**config.mk**
```make
export PLATFORM = sky130hd
export DESIGN_NAME = spo_serial_out
export DESIGN_NICKNAME = d
export VERILOG_FILES = /design/src/design/spo_pkg.sv /design/src/design/spo_pattern_gen.sv /design/src/design/spo_serial_out.sv /design/src/design/spo_sync.sv
export VERILOG_INCLUDE_DIRS = /design/src /design/src/design
export SDC_FILE = /design/constraint.sdc
export NUM_CORES = 1
export LEC_CHECK = 0
export BUFFER_PORTS_ARGS = -buffer_cell sky130_fd_sc_hd__buf_2
export CAP_MARGIN = 25
export CELL_PAD_IN_SITES_DETAIL_PLACEMENT = 0
export CELL_PAD_IN_SITES_GLOBAL_PLACEMENT = 1
export CORE_AREA = 4 4 168 170
export DETAILED_ROUTE_END_ITERATION = 6
export DIE_AREA = 0 0 172 174
export PLACE_DENSITY = 0.93
export SYNTH_ARGS = -nofsm -noshare
export SYNTH_HDL_FRONTEND = slang
export SYNTH_SLANG_ARGS = --single-unit
```
**constraint.sdc**
```tcl
create_clock -name hclk -period 6.1 [get_ports hclk]
set_clock_uncertainty 0.1 [all_clocks]
set_input_delay 0 -clock hclk [delete_from_list [all_inputs] [get_ports hclk]]
set_output_delay 0 -clock hclk [all_outputs]
set_load 0.05 [all_outputs]
```
**src/design/spo_defines.svh**
```systemverilog
`ifndef SPO_DEFINES_SVH
`define SPO_DEFINES_SVH
// ==================================================
// register indices; byte address is four times the index
`define SPO_IDX_PAT_CTRL    8'h34
`define SPO_IDX_TEST_SCAN   8'h3D
// register byte addresses
`define SPO_ADDR_PAT_CTRL   8'hD0
`define SPO_ADDR_TEST_SCAN  8'hF4
`define SPO_ADDR_VAL_UP     8'h40
`define SPO_ADDR_VAL_LO     8'h44
`define SPO_ADDR_STEP       8'h48
`define SPO_ADDR_PITCH      8'h4C
`define SPO_ADDR_START      8'h50
`define SPO_ADDR_WIDTH      8'h54
`define SPO_ADDR_OUT_CFG    8'h58
`define SPO_ADDR_STATUS     8'h5C
// ==================================================
// field positions
`define SPO_PC_ENABLE       0
`define SPO_PC_SEL_LO       4
`define SPO_TS_TEST_MODE    1
`define SPO_CFG_QUAD        0
`define SPO_CFG_CORR        1
`define SPO_CFG_PAT_SEL     2
// ==================================================
// reset values and timing
`define SPO_RST_BYTE        8'h00
`define SPO_SLOT_BITS       16
`define SPO_WORD_BITS       14
`define SPO_BIT_CYCLES      1
`endif

```
**src/design/spo_pkg.sv**
```systemverilog
package spo_pkg;
    typedef logic [13:0] spo_pix_t;
    typedef enum logic [2:0] {
        SPO_PAT_FIXED  = 3'h0,
        SPO_PAT_HGRAD  = 3'h1,
        SPO_PAT_VGRAD  = 3'h2,
        SPO_PAT_LATT   = 3'h3,
        SPO_PAT_STRIPE = 3'h4,
        SPO_PAT_SYNC   = 3'h5,
        SPO_PAT_ASYNC  = 3'h6,
        SPO_PAT_RSVD   = 3'h7
    } spo_pat_e;
    typedef enum logic [1:0] {
        SPO_GEN_IDLE  = 2'h0,
        SPO_GEN_ARMED = 2'h1,
        SPO_GEN_RUN   = 2'h2
    } spo_gen_e;
endpackage

```
**src/design/spo_pattern_gen.sv**
```systemverilog
`timescale 1ns/1ns
`include "spo_defines.svh"
// ==================================================
// test pattern source, advanced once per pixel
module spo_pattern_gen (
    input  wire logic              hclk,
    input  wire logic              hresetn,
    input  wire logic              run,
    input  wire logic              pix_adv,
    input  wire logic              line_start,
    input  spo_pkg::spo_pat_e      sel,
    input  wire logic [15:0]       value,
    input  wire logic [7:0]        step,
    input  wire logic [7:0]        pitch,
    input  wire logic [7:0]        start_len,
    input  wire logic [7:0]        width,
    output logic      [15:0]       pix
);
    import spo_pkg::*;
    typedef struct packed {
        logic [7:0]  pos;
        logic [7:0]  pitch_cnt;
        logic [7:0]  line_cnt;
        logic [13:0] grad;
        logic [13:0] vgrad;
        logic        stripe;
        logic [15:0] pix;
    } spo_gen_s;
    spo_gen_s st, next_st;

    function automatic logic [13:0] spo_inc(input logic [13:0] v,
                                            input logic [7:0]  s);
        logic [14:0] sum;
        sum = {1'b0, v} + {7'h00, s};
        spo_inc = sum[14] ? 14'h0000 : sum[13:0];
    endfunction

    logic in_valid;
    logic pitch_end;
    logic lattice_on;
    always_comb begin
        next_st    = st;
        in_valid   = (st.pos >= start_len) &&
                     ({1'b0, st.pos} < ({1'b0, start_len} + {1'b0, width}));
        pitch_end  = (st.pitch_cnt + 8'h01 >= pitch);
        lattice_on = (st.pitch_cnt == 8'h00) || (st.line_cnt == 8'h00);
        if (!run) begin
            next_st = '0;
            next_st.grad  = value[13:0];
            next_st.vgrad = value[13:0];
        end else if (line_start) begin
            next_st.pos       = 8'h00;
            next_st.pitch_cnt = 8'h00;
            next_st.stripe    = 1'b0;
            next_st.grad      = value[13:0];
            next_st.line_cnt  = (st.line_cnt + 8'h01 >= pitch) ? 8'h00
                                : st.line_cnt + 8'h01;
            if (st.line_cnt + 8'h01 >= pitch)
                next_st.vgrad = spo_inc(st.vgrad, step); // RQ25
        end else if (pix_adv) begin
            if (st.pos != 8'hFF)
                next_st.pos = st.pos + 8'h01;
            if (in_valid) begin
                next_st.pitch_cnt = pitch_end ? 8'h00 : st.pitch_cnt + 8'h01;
                if (pitch_end) begin
                    next_st.grad   = spo_inc(st.grad, step); // RQ19
                    next_st.stripe = ~st.stripe;
                end
            end
            if (sel == SPO_PAT_SYNC || sel == SPO_PAT_ASYNC)
                next_st.pix = value; // RQ22 RQ24
            else if (!in_valid)
                next_st.pix = 16'h0000; // RQ14
            else begin
                case (sel)
                    SPO_PAT_FIXED:  next_st.pix = {2'b00, value[13:0]}; // RQ18
                    SPO_PAT_HGRAD:  next_st.pix = {2'b00, st.grad}; // RQ19
                    SPO_PAT_VGRAD:  next_st.pix = {2'b00, st.vgrad}; // RQ25
                    SPO_PAT_LATT:   next_st.pix = lattice_on ? // RQ20
                                    {8'h00, step} : {2'b00, value[13:0]};
                    SPO_PAT_STRIPE: next_st.pix = st.stripe ? // RQ21
                                    {8'h00, step} : {2'b00, value[13:0]};
                    default:        next_st.pix = 16'h0000;
                endcase
            end
        end
    end

    always_ff @(posedge hclk or negedge hresetn) begin
        if (!hresetn)
            st <= '0;
        else
            st <= next_st;
    end
    assign pix = st.pix;
endmodule

```
**src/design/spo_serial_out.sv**
```systemverilog
`timescale 1ns/1ns
`include "spo_defines.svh"
// ==================================================
// serial pixel output with test patterns, AHB-Lite slave
// Notes on behaviour
// RQ1: 14-bit word inside a sixteen-bit slot
// RQ2: marker rises with word MSB
// RQ3: paired sampling marker: odd three, even two
// RQ4: sample-hold marker always three periods
// RQ5: dual lane, one lane, sixteen per pixel
// RQ6: dual sample-hold marker falls at bit 7
// RQ7: dual paired marker falls bit 9/bit 7
// RQ8: dual lane clock centred in data eye
// RQ9: quad lane: bits 13-7 and 6-0
// RQ10: quad marker falls bits 10/3 or 11/4
// RQ11: quad clock rising edges inside eye
// RQ12: three-bit select picks test pattern
// RQ13: pattern replaces converter data until disabled
// RQ14: zero for start pixels, then pattern
// RQ15: software sets test mode, parameters, enable
// RQ16: pattern starts at next clamp rising edge
// RQ17: software keeps parameters still while enabled
// RQ18: fixed pattern from 6+8 value bits
// RQ19: horizontal gradient with pitch and step
// RQ20: lattice lines over background
// RQ21: stripes of pitch width alternate
// RQ22: synchronous constant 16-bit from clamp edge
// RQ23: clamp input is driven from outside
// RQ24: asynchronous constant starts without clamp edge
// RQ25: vertical gradient advances per line; code advances it only once every pitch lines
// RQ26: one setting switches dual or quad
module spo_serial_out (
    input  wire logic        hclk,
    input  wire logic        hresetn,
    input  wire logic        hsel,
    input  wire logic [31:0] haddr,
    input  wire logic [1:0]  htrans,
    input  wire logic        hwrite,
    input  wire logic [2:0]  hsize,
    input  wire logic        hready,
    input  wire logic [31:0] hwdata,
    output logic      [31:0] hrdata,
    output logic             hreadyout,
    output logic             hresp,
    input  wire logic        link_clk,
    input  wire logic        clamp_input,
    input  wire logic        line_start,
    input  wire logic [13:0] adc_ch1,
    input  wire logic [13:0] adc_ch2,
    output logic      [3:0]  serial_data_lane,
    output logic             frame_marker_out,
    output logic             forwarded_serial_clock
);
    import spo_pkg::*;

    typedef struct packed {
        logic        ap_wr;
        logic        slot_quad;
        logic [7:0]  ap_addr;
        logic [31:0] rdata;
        logic [7:0]  pat_ctrl;
        logic [7:0]  test_scan;
        logic [7:0]  val_up;
        logic [7:0]  val_lo;
        logic [7:0]  step;
        logic [7:0]  pitch;
        logic [7:0]  start_len;
        logic [7:0]  width;
        logic [1:0]  out_cfg;
        spo_gen_e    gen;
        logic        clamp_d;
        logic        lclk_d;
        logic [3:0]  bit_idx;
        logic        odd;
        logic [13:0] sh1;
        logic [13:0] sh2;
        logic [13:0] cur1;
        logic [13:0] cur2;
        logic [3:0]  lane;
        logic        frame;
        logic        fclk;
    } spo_top_s;
    spo_top_s st, next_st;

    logic        clamp_s;
    logic        lclk_s;
    logic [15:0] pat_pix;
    logic        pix_adv;
    logic        run;
    logic        quad;
    logic        correlated_double_sampling;
    logic        lclk_rise;
    logic        lclk_fall;
    logic [3:0]  slot_end;
    logic [3:0]  fall_at;

    spo_sync #(.W(2)) u_sync (
        .hclk    (hclk),
        .hresetn (hresetn),
        .d       ({clamp_input, link_clk}),
        .q       ({clamp_s, lclk_s})
    );

    spo_pattern_gen u_gen (
        .hclk       (hclk),
        .hresetn    (hresetn),
        .run        (run),
        .pix_adv    (pix_adv),
        .line_start (line_start),
        .sel        (spo_pat_e'(st.pat_ctrl[6:4])), // RQ12
        .value      ({st.val_up, st.val_lo}),
        .step       (st.step),
        .pitch      (st.pitch),
        .start_len  (st.start_len),
        .width      (st.width),
        .pix        (pat_pix)
    );

    // serial bit position in slot; MSB sent at index 1, guard at index 0, and also at index 15 in dual lane
    function automatic logic [3:0] spo_bit_pos(input logic [3:0] idx,
                                               input logic       q);
        spo_bit_pos = q ? 4'(4'h7 - idx) : 4'(4'hE - idx);
    endfunction

    // ==================================================
    // register read decode
    function automatic logic [31:0] spo_rd(input spo_top_s s);
        case (s.ap_addr)
            `SPO_ADDR_PAT_CTRL:  spo_rd = {24'h000000, s.pat_ctrl};
            `SPO_ADDR_TEST_SCAN: spo_rd = {24'h000000, s.test_scan};
            `SPO_ADDR_VAL_UP:    spo_rd = {24'h000000, s.val_up};
            `SPO_ADDR_VAL_LO:    spo_rd = {24'h000000, s.val_lo};
            `SPO_ADDR_STEP:      spo_rd = {24'h000000, s.step};
            `SPO_ADDR_PITCH:     spo_rd = {24'h000000, s.pitch};
            `SPO_ADDR_START:     spo_rd = {24'h000000, s.start_len};
            `SPO_ADDR_WIDTH:     spo_rd = {24'h000000, s.width};
            `SPO_ADDR_OUT_CFG:   spo_rd = {30'h00000000, s.out_cfg};
            `SPO_ADDR_STATUS:    spo_rd = {28'h0000000, s.odd,
                                           s.gen == SPO_GEN_RUN,
                                           s.gen == SPO_GEN_ARMED, s.frame};
            default:             spo_rd = 32'h00000000;
        endcase
    endfunction

    // format switches only at a slot boundary, all lanes together
    assign quad      = st.slot_quad;
    assign correlated_double_sampling = st.out_cfg[`SPO_CFG_CORR];
    assign run       = (st.gen == SPO_GEN_RUN);
    assign lclk_rise = lclk_s & ~st.lclk_d;
    assign lclk_fall = ~lclk_s & st.lclk_d;
    assign slot_end  = quad ? 4'h7 : 4'hF; // RQ5 RQ9
    assign pix_adv   = lclk_rise && (st.bit_idx == slot_end);

    always_comb begin
        next_st         = st;
        next_st.clamp_d = clamp_s;
        next_st.lclk_d  = lclk_s;
        fall_at         = 4'h0;
        // ==================================================
        // AHB-Lite slave, zero wait states
        if (hready) begin
            next_st.ap_wr   = hsel && htrans[1] && hwrite;
            next_st.ap_addr = haddr[7:0];
        end
        if (st.ap_wr) begin
            case (st.ap_addr)
                `SPO_ADDR_PAT_CTRL:  next_st.pat_ctrl  = hwdata[7:0];
                `SPO_ADDR_TEST_SCAN: next_st.test_scan = hwdata[7:0];
                `SPO_ADDR_VAL_UP:    next_st.val_up    = hwdata[7:0];
                `SPO_ADDR_VAL_LO:    next_st.val_lo    = hwdata[7:0];
                `SPO_ADDR_STEP:      next_st.step      = hwdata[7:0];
                `SPO_ADDR_PITCH:     next_st.pitch     = hwdata[7:0];
                `SPO_ADDR_START:     next_st.start_len = hwdata[7:0];
                `SPO_ADDR_WIDTH:     next_st.width     = hwdata[7:0];
                `SPO_ADDR_OUT_CFG:   next_st.out_cfg   = hwdata[1:0];
                default:             next_st.out_cfg   = st.out_cfg;
            endcase
        end
        if (hready && hsel && htrans[1] && !hwrite) begin
            next_st.ap_addr = haddr[7:0];
            next_st.rdata   = spo_rd(next_st);
        end
        // ==================================================
        // pattern start control
        case (st.gen)
            SPO_GEN_IDLE: begin
                if (st.test_scan[`SPO_TS_TEST_MODE] &&
                    st.pat_ctrl[`SPO_PC_ENABLE] &&
                    st.pat_ctrl[6:4] != 3'h7) begin
                    if (spo_pat_e'(st.pat_ctrl[6:4]) == SPO_PAT_ASYNC)
                        next_st.gen = SPO_GEN_RUN; // RQ24
                    else
                        next_st.gen = SPO_GEN_ARMED;
                end
            end
            SPO_GEN_ARMED: begin
                if (clamp_s && !st.clamp_d)
                    next_st.gen = SPO_GEN_RUN; // RQ16 RQ22 RQ23
            end
            SPO_GEN_RUN: begin
                next_st.gen = SPO_GEN_RUN; // RQ13
            end
            default: next_st.gen = SPO_GEN_IDLE;
        endcase
        if (!st.test_scan[`SPO_TS_TEST_MODE] ||
            !st.pat_ctrl[`SPO_PC_ENABLE])
            next_st.gen = SPO_GEN_IDLE;
        // ==================================================
        // serialiser, one bit per link clock period
        if (lclk_rise) begin
            next_st.bit_idx = (st.bit_idx == slot_end) ? 4'h0
                              : st.bit_idx + 4'h1;
            if (st.bit_idx == slot_end) begin
                next_st.cur1 = run ? pat_pix[13:0] : adc_ch1; // RQ13
                next_st.cur2 = run ? pat_pix[13:0] : adc_ch2;
                next_st.odd  = correlated_double_sampling ? ~st.odd
                               : 1'b1; // RQ3 RQ4
                next_st.slot_quad = st.out_cfg[`SPO_CFG_QUAD]; // RQ26
            end
            if (st.bit_idx == 4'h0) begin
                next_st.sh1 = st.cur1;
                next_st.sh2 = st.cur2;
            end
        end
        // data changes on link falling edge: centred under clock rise
        if (lclk_fall) begin
            if (quad) begin
                // RQ9
                if (st.bit_idx >= 4'h1) begin
                    next_st.lane[0] = st.sh1[4'(spo_bit_pos(st.bit_idx,
                                                   1'b1) + 4'h7)];
                    next_st.lane[1] = st.sh1[spo_bit_pos(st.bit_idx, 1'b1)];
                    next_st.lane[2] = st.sh2[4'(spo_bit_pos(st.bit_idx,
                                                   1'b1) + 4'h7)];
                    next_st.lane[3] = st.sh2[spo_bit_pos(st.bit_idx, 1'b1)];
                end else
                    next_st.lane = 4'h0;
                fall_at = st.odd ? 4'h4 : 4'h3; // RQ10
            end else begin
                // RQ1 RQ5
                if (st.bit_idx >= 4'h1 &&
                    st.bit_idx <= 4'(`SPO_WORD_BITS)) begin
                    next_st.lane[0] = st.sh1[spo_bit_pos(st.bit_idx, 1'b0)];
                    next_st.lane[1] = st.sh2[spo_bit_pos(st.bit_idx, 1'b0)];
                end else
                    next_st.lane[1:0] = 2'b00;
                next_st.lane[3:2] = 2'b00;
                fall_at = st.odd ? 4'h7 : 4'h5; // RQ6 RQ7
            end
            if (st.bit_idx == 4'h1)
                next_st.frame = 1'b1; // RQ2
            else if (st.bit_idx == fall_at)
                next_st.frame = 1'b0; // RQ3 RQ4 RQ10
        end
        // RQ8 RQ11 RQ26
        next_st.fclk = lclk_s;
    end

    always_ff @(posedge hclk or negedge hresetn) begin
        if (!hresetn)
            st <= '0;
        else
            st <= next_st;
    end

    assign hrdata                 = st.rdata;
    assign hreadyout              = 1'b1;
    assign hresp                  = 1'b0;
    assign serial_data_lane       = st.lane;
    assign frame_marker_out       = st.frame;
    assign forwarded_serial_clock = st.fclk;
endmodule

```
**src/design/spo_sync.sv**
```systemverilog
`timescale 1ns/1ns
// ==================================================
// two flop synchroniser
module spo_sync #(
    parameter int W = 1
) (
    input  wire logic         hclk,
    input  wire logic         hresetn,
    input  wire logic [W-1:0] d,
    output logic      [W-1:0] q
);
    logic [W-1:0] meta;
    always_ff @(posedge hclk or negedge hresetn) begin
        if (!hresetn) begin
            meta <= '0;
            q    <= '0;
        end else begin
            meta <= d;
            q    <= meta;
        end
    end
endmodule

```
==> results.rst <==
.. list-table::
   :header-rows: 1

   * - Metric
     - Value
   * - Setup_tns
     - 0 ns
   * - IR drop worst, VDD
     - between 0.00015 and 0.0002 V
   * - Prevailing post-synth register cell
     - sky130_fd_sc_hd__dfrtp_1
   * - # port buffers
     - 66
   * - Crit-path max FO
     - 14
   * - Dominant cells by area after synthesis
     - sky130_fd_sc_hd__dfrtp_1, sky130_fd_sc_hd__mux2_2, sky130_fd_sc_hd__ha_1
   * - Pwr Total
     - around 4.2 mW
   * - Least setup slack across all paths after layout
     - 2.23 ns
   * - Clock tree from TritonCTS
     - built
   * - Die Area
     - 0.0299 sq mm
   * - Synth Area per Inst
     - approximately 10 sq um
   * - Synth cell types
     - 73
   * - Headroom to the max-slew limit
     - between 30% and 40%
   * - Die Y
     - about 170 um
   * - Clk sinks
     - around 230
   * - Post-synth top cells
     - sky130_fd_sc_hd__dfrtp_1, sky130_fd_sc_hd__nand2_1, sky130_fd_sc_hd__mux2_2, sky130_fd_sc_hd__o21ai_0, sky130_fd_sc_hd__nor2_1
   * - Worst slack at placement
     - ~2.3 ns
   * - Maximum number of buffers from clock root to sink
     - 3
   * - DRC
     - 0
   * - Maximum number of pins on one net before global-route repair
     - 124
   * - Fraction of the cycle the final worst path needs
     - a little under two thirds
   * - Violation count after the first detailed-routing iteration
     - 960
   * - Final weighted congestion in routability-driven placement
     - about 0.94
   * - Share of final-layout standard cells stronger than drive strength 1
     - ~17%
   * - Final hold violation count
     - 0
   * - Total of cells resized after clock tree synthesis
     - 0
   * - Critical path, cell by cell
     - ha_1 > a21o_1 > a21oi_1 > nor2b_1 > o21ai_0 > a211oi_1 > xnor2_1 > ha_1 > o21ai_0 > nor2_1 > o21bai_1 > nor4_1 > or2_0 > o21ai_0 > o31ai_1
   * - Worst-Skew Late Latency
     - 0.53 ns
   * - Share of Yosys cell area claimed by the top area cell type
     - a little over two fifths
   * - Delay of the slowest cell on the worst path
     - around 0.67 ns
   * - Maximum capacitance violations
     - 0
   * - Global-route wire length before repair
     - around 56 mm
   * - Final worst path period need
     - approximately 3.9 ns
   * - Antenna violations before repair
     - 0
   * - Ant diodes
     - 0
   * - Worst-path cell with the longest stage delay
     - sky130_fd_sc_hd__or2_0
   * - Crit path top cell by count
     - sky130_fd_sc_hd__o21ai_0
   * - Gate count of the mapped netlist
     - ~1300
   * - CTS HTree Levels
     - 1
   * - Routed wire per std cell
     - 19.2 um
   * - Count of nets left with antenna violations after detail routing
     - 0
   * - Clock edge transition at the registers on the reported setup and hold paths
     - about 0.060 ns
   * - Outcome
     - complete, no violations
   * - Total via count in the routed design
     - approximately 11000
   * - Die extent in x
     - about 170 um
   * - Number of nets in the finished design
     - ~1600
   * - Biggest area consumer among synthesized cells
     - sky130_fd_sc_hd__dfrtp_1
   * - Via count of the first global-routing pass
     - ~11000
   * - Synthesized flop and latch total
     - roughly 230
   * - Final count of pins violating max slew
     - 0
   * - LEAKAGE
     - 6.65 nW
   * - Detailed-route wire length
     - approximately 34 mm
   * - FFs w/ async S/R, synth
     - 100%
   * - Number of detailed-route iterations in the first pass
     - 7
   * - Placeable core area
     - 0.0267 sq mm
   * - Final setup violation count
     - 0
   * - Slew @ Worst Pin
     - slightly above 1 ns
   * - Effective utilization at floorplan
     - between 40% and 50%
   * - Post-DP HPWL
     - between 20 and 25 mm
   * - Worst hold path class
     - in2reg
   * - Site row count
     - 60
   * - Endpoint required time on the critical path
     - 6.42 ns
   * - Upper clock frequency limit
     - between 0.2 and 0.3 GHz
   * - Number of flops mapped to enable cells by yosys
     - 0
   * - Critical path capture point type
     - flop
   * - Number of warnings reported in the yosys synthesis log
     - 0
   * - Layout overhead on the synthesized area
     - 15.6%
   * - Seq/Total Area, Yosys
     - a little over two fifths
   * - Post-synth design cell area
     - about 0.013 sq mm
   * - Pwr Density
     - ~280 mW/mm^2
   * - Worst setup SP type
     - flop
   * - Most common cell in the synthesized netlist
     - sky130_fd_sc_hd__dfrtp_1
   * - Residual overflow from global routing
     - 0
   * - Clock buffer count from CTS
     - 26
   * - Number of vias per cell
     - between 5 and 6
   * - Category of the most critical setup path
     - reg2reg
   * - Worst endpoint data arrival time
     - 4.19 ns
   * - I/O pin total
     - between 100 and 150
   * - Unrepaired setup endpoints after global routing
     - false
   * - Clock Tree Root
     - sky130_fd_sc_hd__clkbuf_16
   * - Global-route total usage across every layer
     - around 23%
through the flow:
| stage | util, % | cells | area [sq um] | hold WS, ns |
|---|---|---|---|---|
| finish | 56.8 | 1780 | 15200 | 0.0390 |
| global route | 56.8 | 1780 | 15200 | 0.0346 |
| CTS | 56.8 | 1780 | 15200 | 0.0145 |
| detailed placement | 51.1 | 1670 | 13700 | 0.00934 |
| global placement | 51.0 | 1667 | 13600 | 0.00846 |
| floorplan | - | 1332 | 13200 | -0.396 |
path summary, 6_finish.rpt:
path                       slack [ns]  cells after the start            from              to
setup / recovery                 2.23                     15          st[74]    u_gen.st[58]
hold / removal                   0.04                      2        link_clk  u_sync.meta[0]
setup reg to reg                 2.23                     15          st[74]    u_gen.st[58]
hold reg to reg                  0.25                      0  u_sync.meta[1]     u_sync.q[1]
max in group asynchronous        4.49                      3         hresetn          st[44]
min in group asynchronous        0.05                      2         hresetn          st[64]
registers in the layout, summed over array words and instances (netlist names), 2 cells and up:
signal and flops:
hrdata 8, serial_data_lane 4, st 138, u_gen.pix 14, u_gen.st 53, u_sync.meta 2, u_sync.q 2
layout by cell type, fill, tap and decap left out, types with 39 or more instances in the layout:
cell type and count:
sky130_fd_sc_hd__nand3_1 39, sky130_fd_sc_hd__o21ai_0 97, sky130_fd_sc_hd__mux2_2 97, sky130_fd_sc_hd__buf_2 65, sky130_fd_sc_hd__nor2_1 72, sky130_fd_sc_hd__nand2_1 168, sky130_fd_sc_hd__dfrtp_1 225, sky130_fd_sc_hd__inv_1 40
sky130_fd_sc_hd__ha_1 70, sky130_fd_sc_hd__dlygate4sd3_1 62, sky130_fd_sc_hd__a21oi_1 43
per-layer routing:
| metal | track usage [%] | routed length, um | vias to the layer above |
|---|---|---|---|
| met2 | 37.1 | 16300 | 384 |
| met1 | 31.6 | 14500 | 5159 |
| met5 | 0 | 0 | - |
| met3 | 3.09 | 2280 | 69 |
| li1 | - | - | 4952 |
| met4 | 7.44 | 1150 | 0 |
critical path, delay by kind of cell, from the launching register on:
family | cells | cell delay [ns]
AO/OA/AOI/OAI | 8 | 1.29
AND/OR/NAND/NOR | 4 | 1.25
adder cells (fa/ha/maj) | 2 | 0.57
flip-flops | 1 | 0.40
XOR/XNOR | 1 | 0.15
repair_timing:
item	CTS	global route
endpoints found under the hold margin	239	0
hold buffers	62	0
buffers inserted	0	0
final cells by class:
| class | instances | area [sq um] |
|---|---|---|
| Multi-Input combinational cell | 975 | 6940 |
| Sequential cell | 225 | 5630 |
| Clock buffer | 39 | 791 |
| Clock inverter | 9 | 111 |
| Inverter | 41 | 154 |
| Fill cell | 2239 | 11600 |
| Tap cell | 341 | 427 |
| Timing Repair Buffer | 150 | 1130 |
where the power goes:
part | internal (mW) | leakage (nW) | switching [mW]
Sequential | 1.68 | 2.69 | 0.201
Combinational | 0.354 | 3.53 | 0.395
Clock | 0.983 | 0.439 | 0.628
kinds of logic (layout without fill, tap and decap cells):
logic type / count (synthesis) / in the layout / synth area share [%]
AO/OA/AOI/OAI: 302 / 302 / 15.2
flip-flops: 225 / 225 / 42.9
other: 2 / 26 / 0.0572
buffers and inverters: 132 / 239 / 5.00
XOR/XNOR: 45 / 45 / 3.00
adder cells (fa/ha/maj): 74 / 74 / 7.23
AND/OR/NAND/NOR: 391 / 391 / 14.1
multiplexers: 137 / 137 / 12.6
Power figures use the tool's default switching activity.
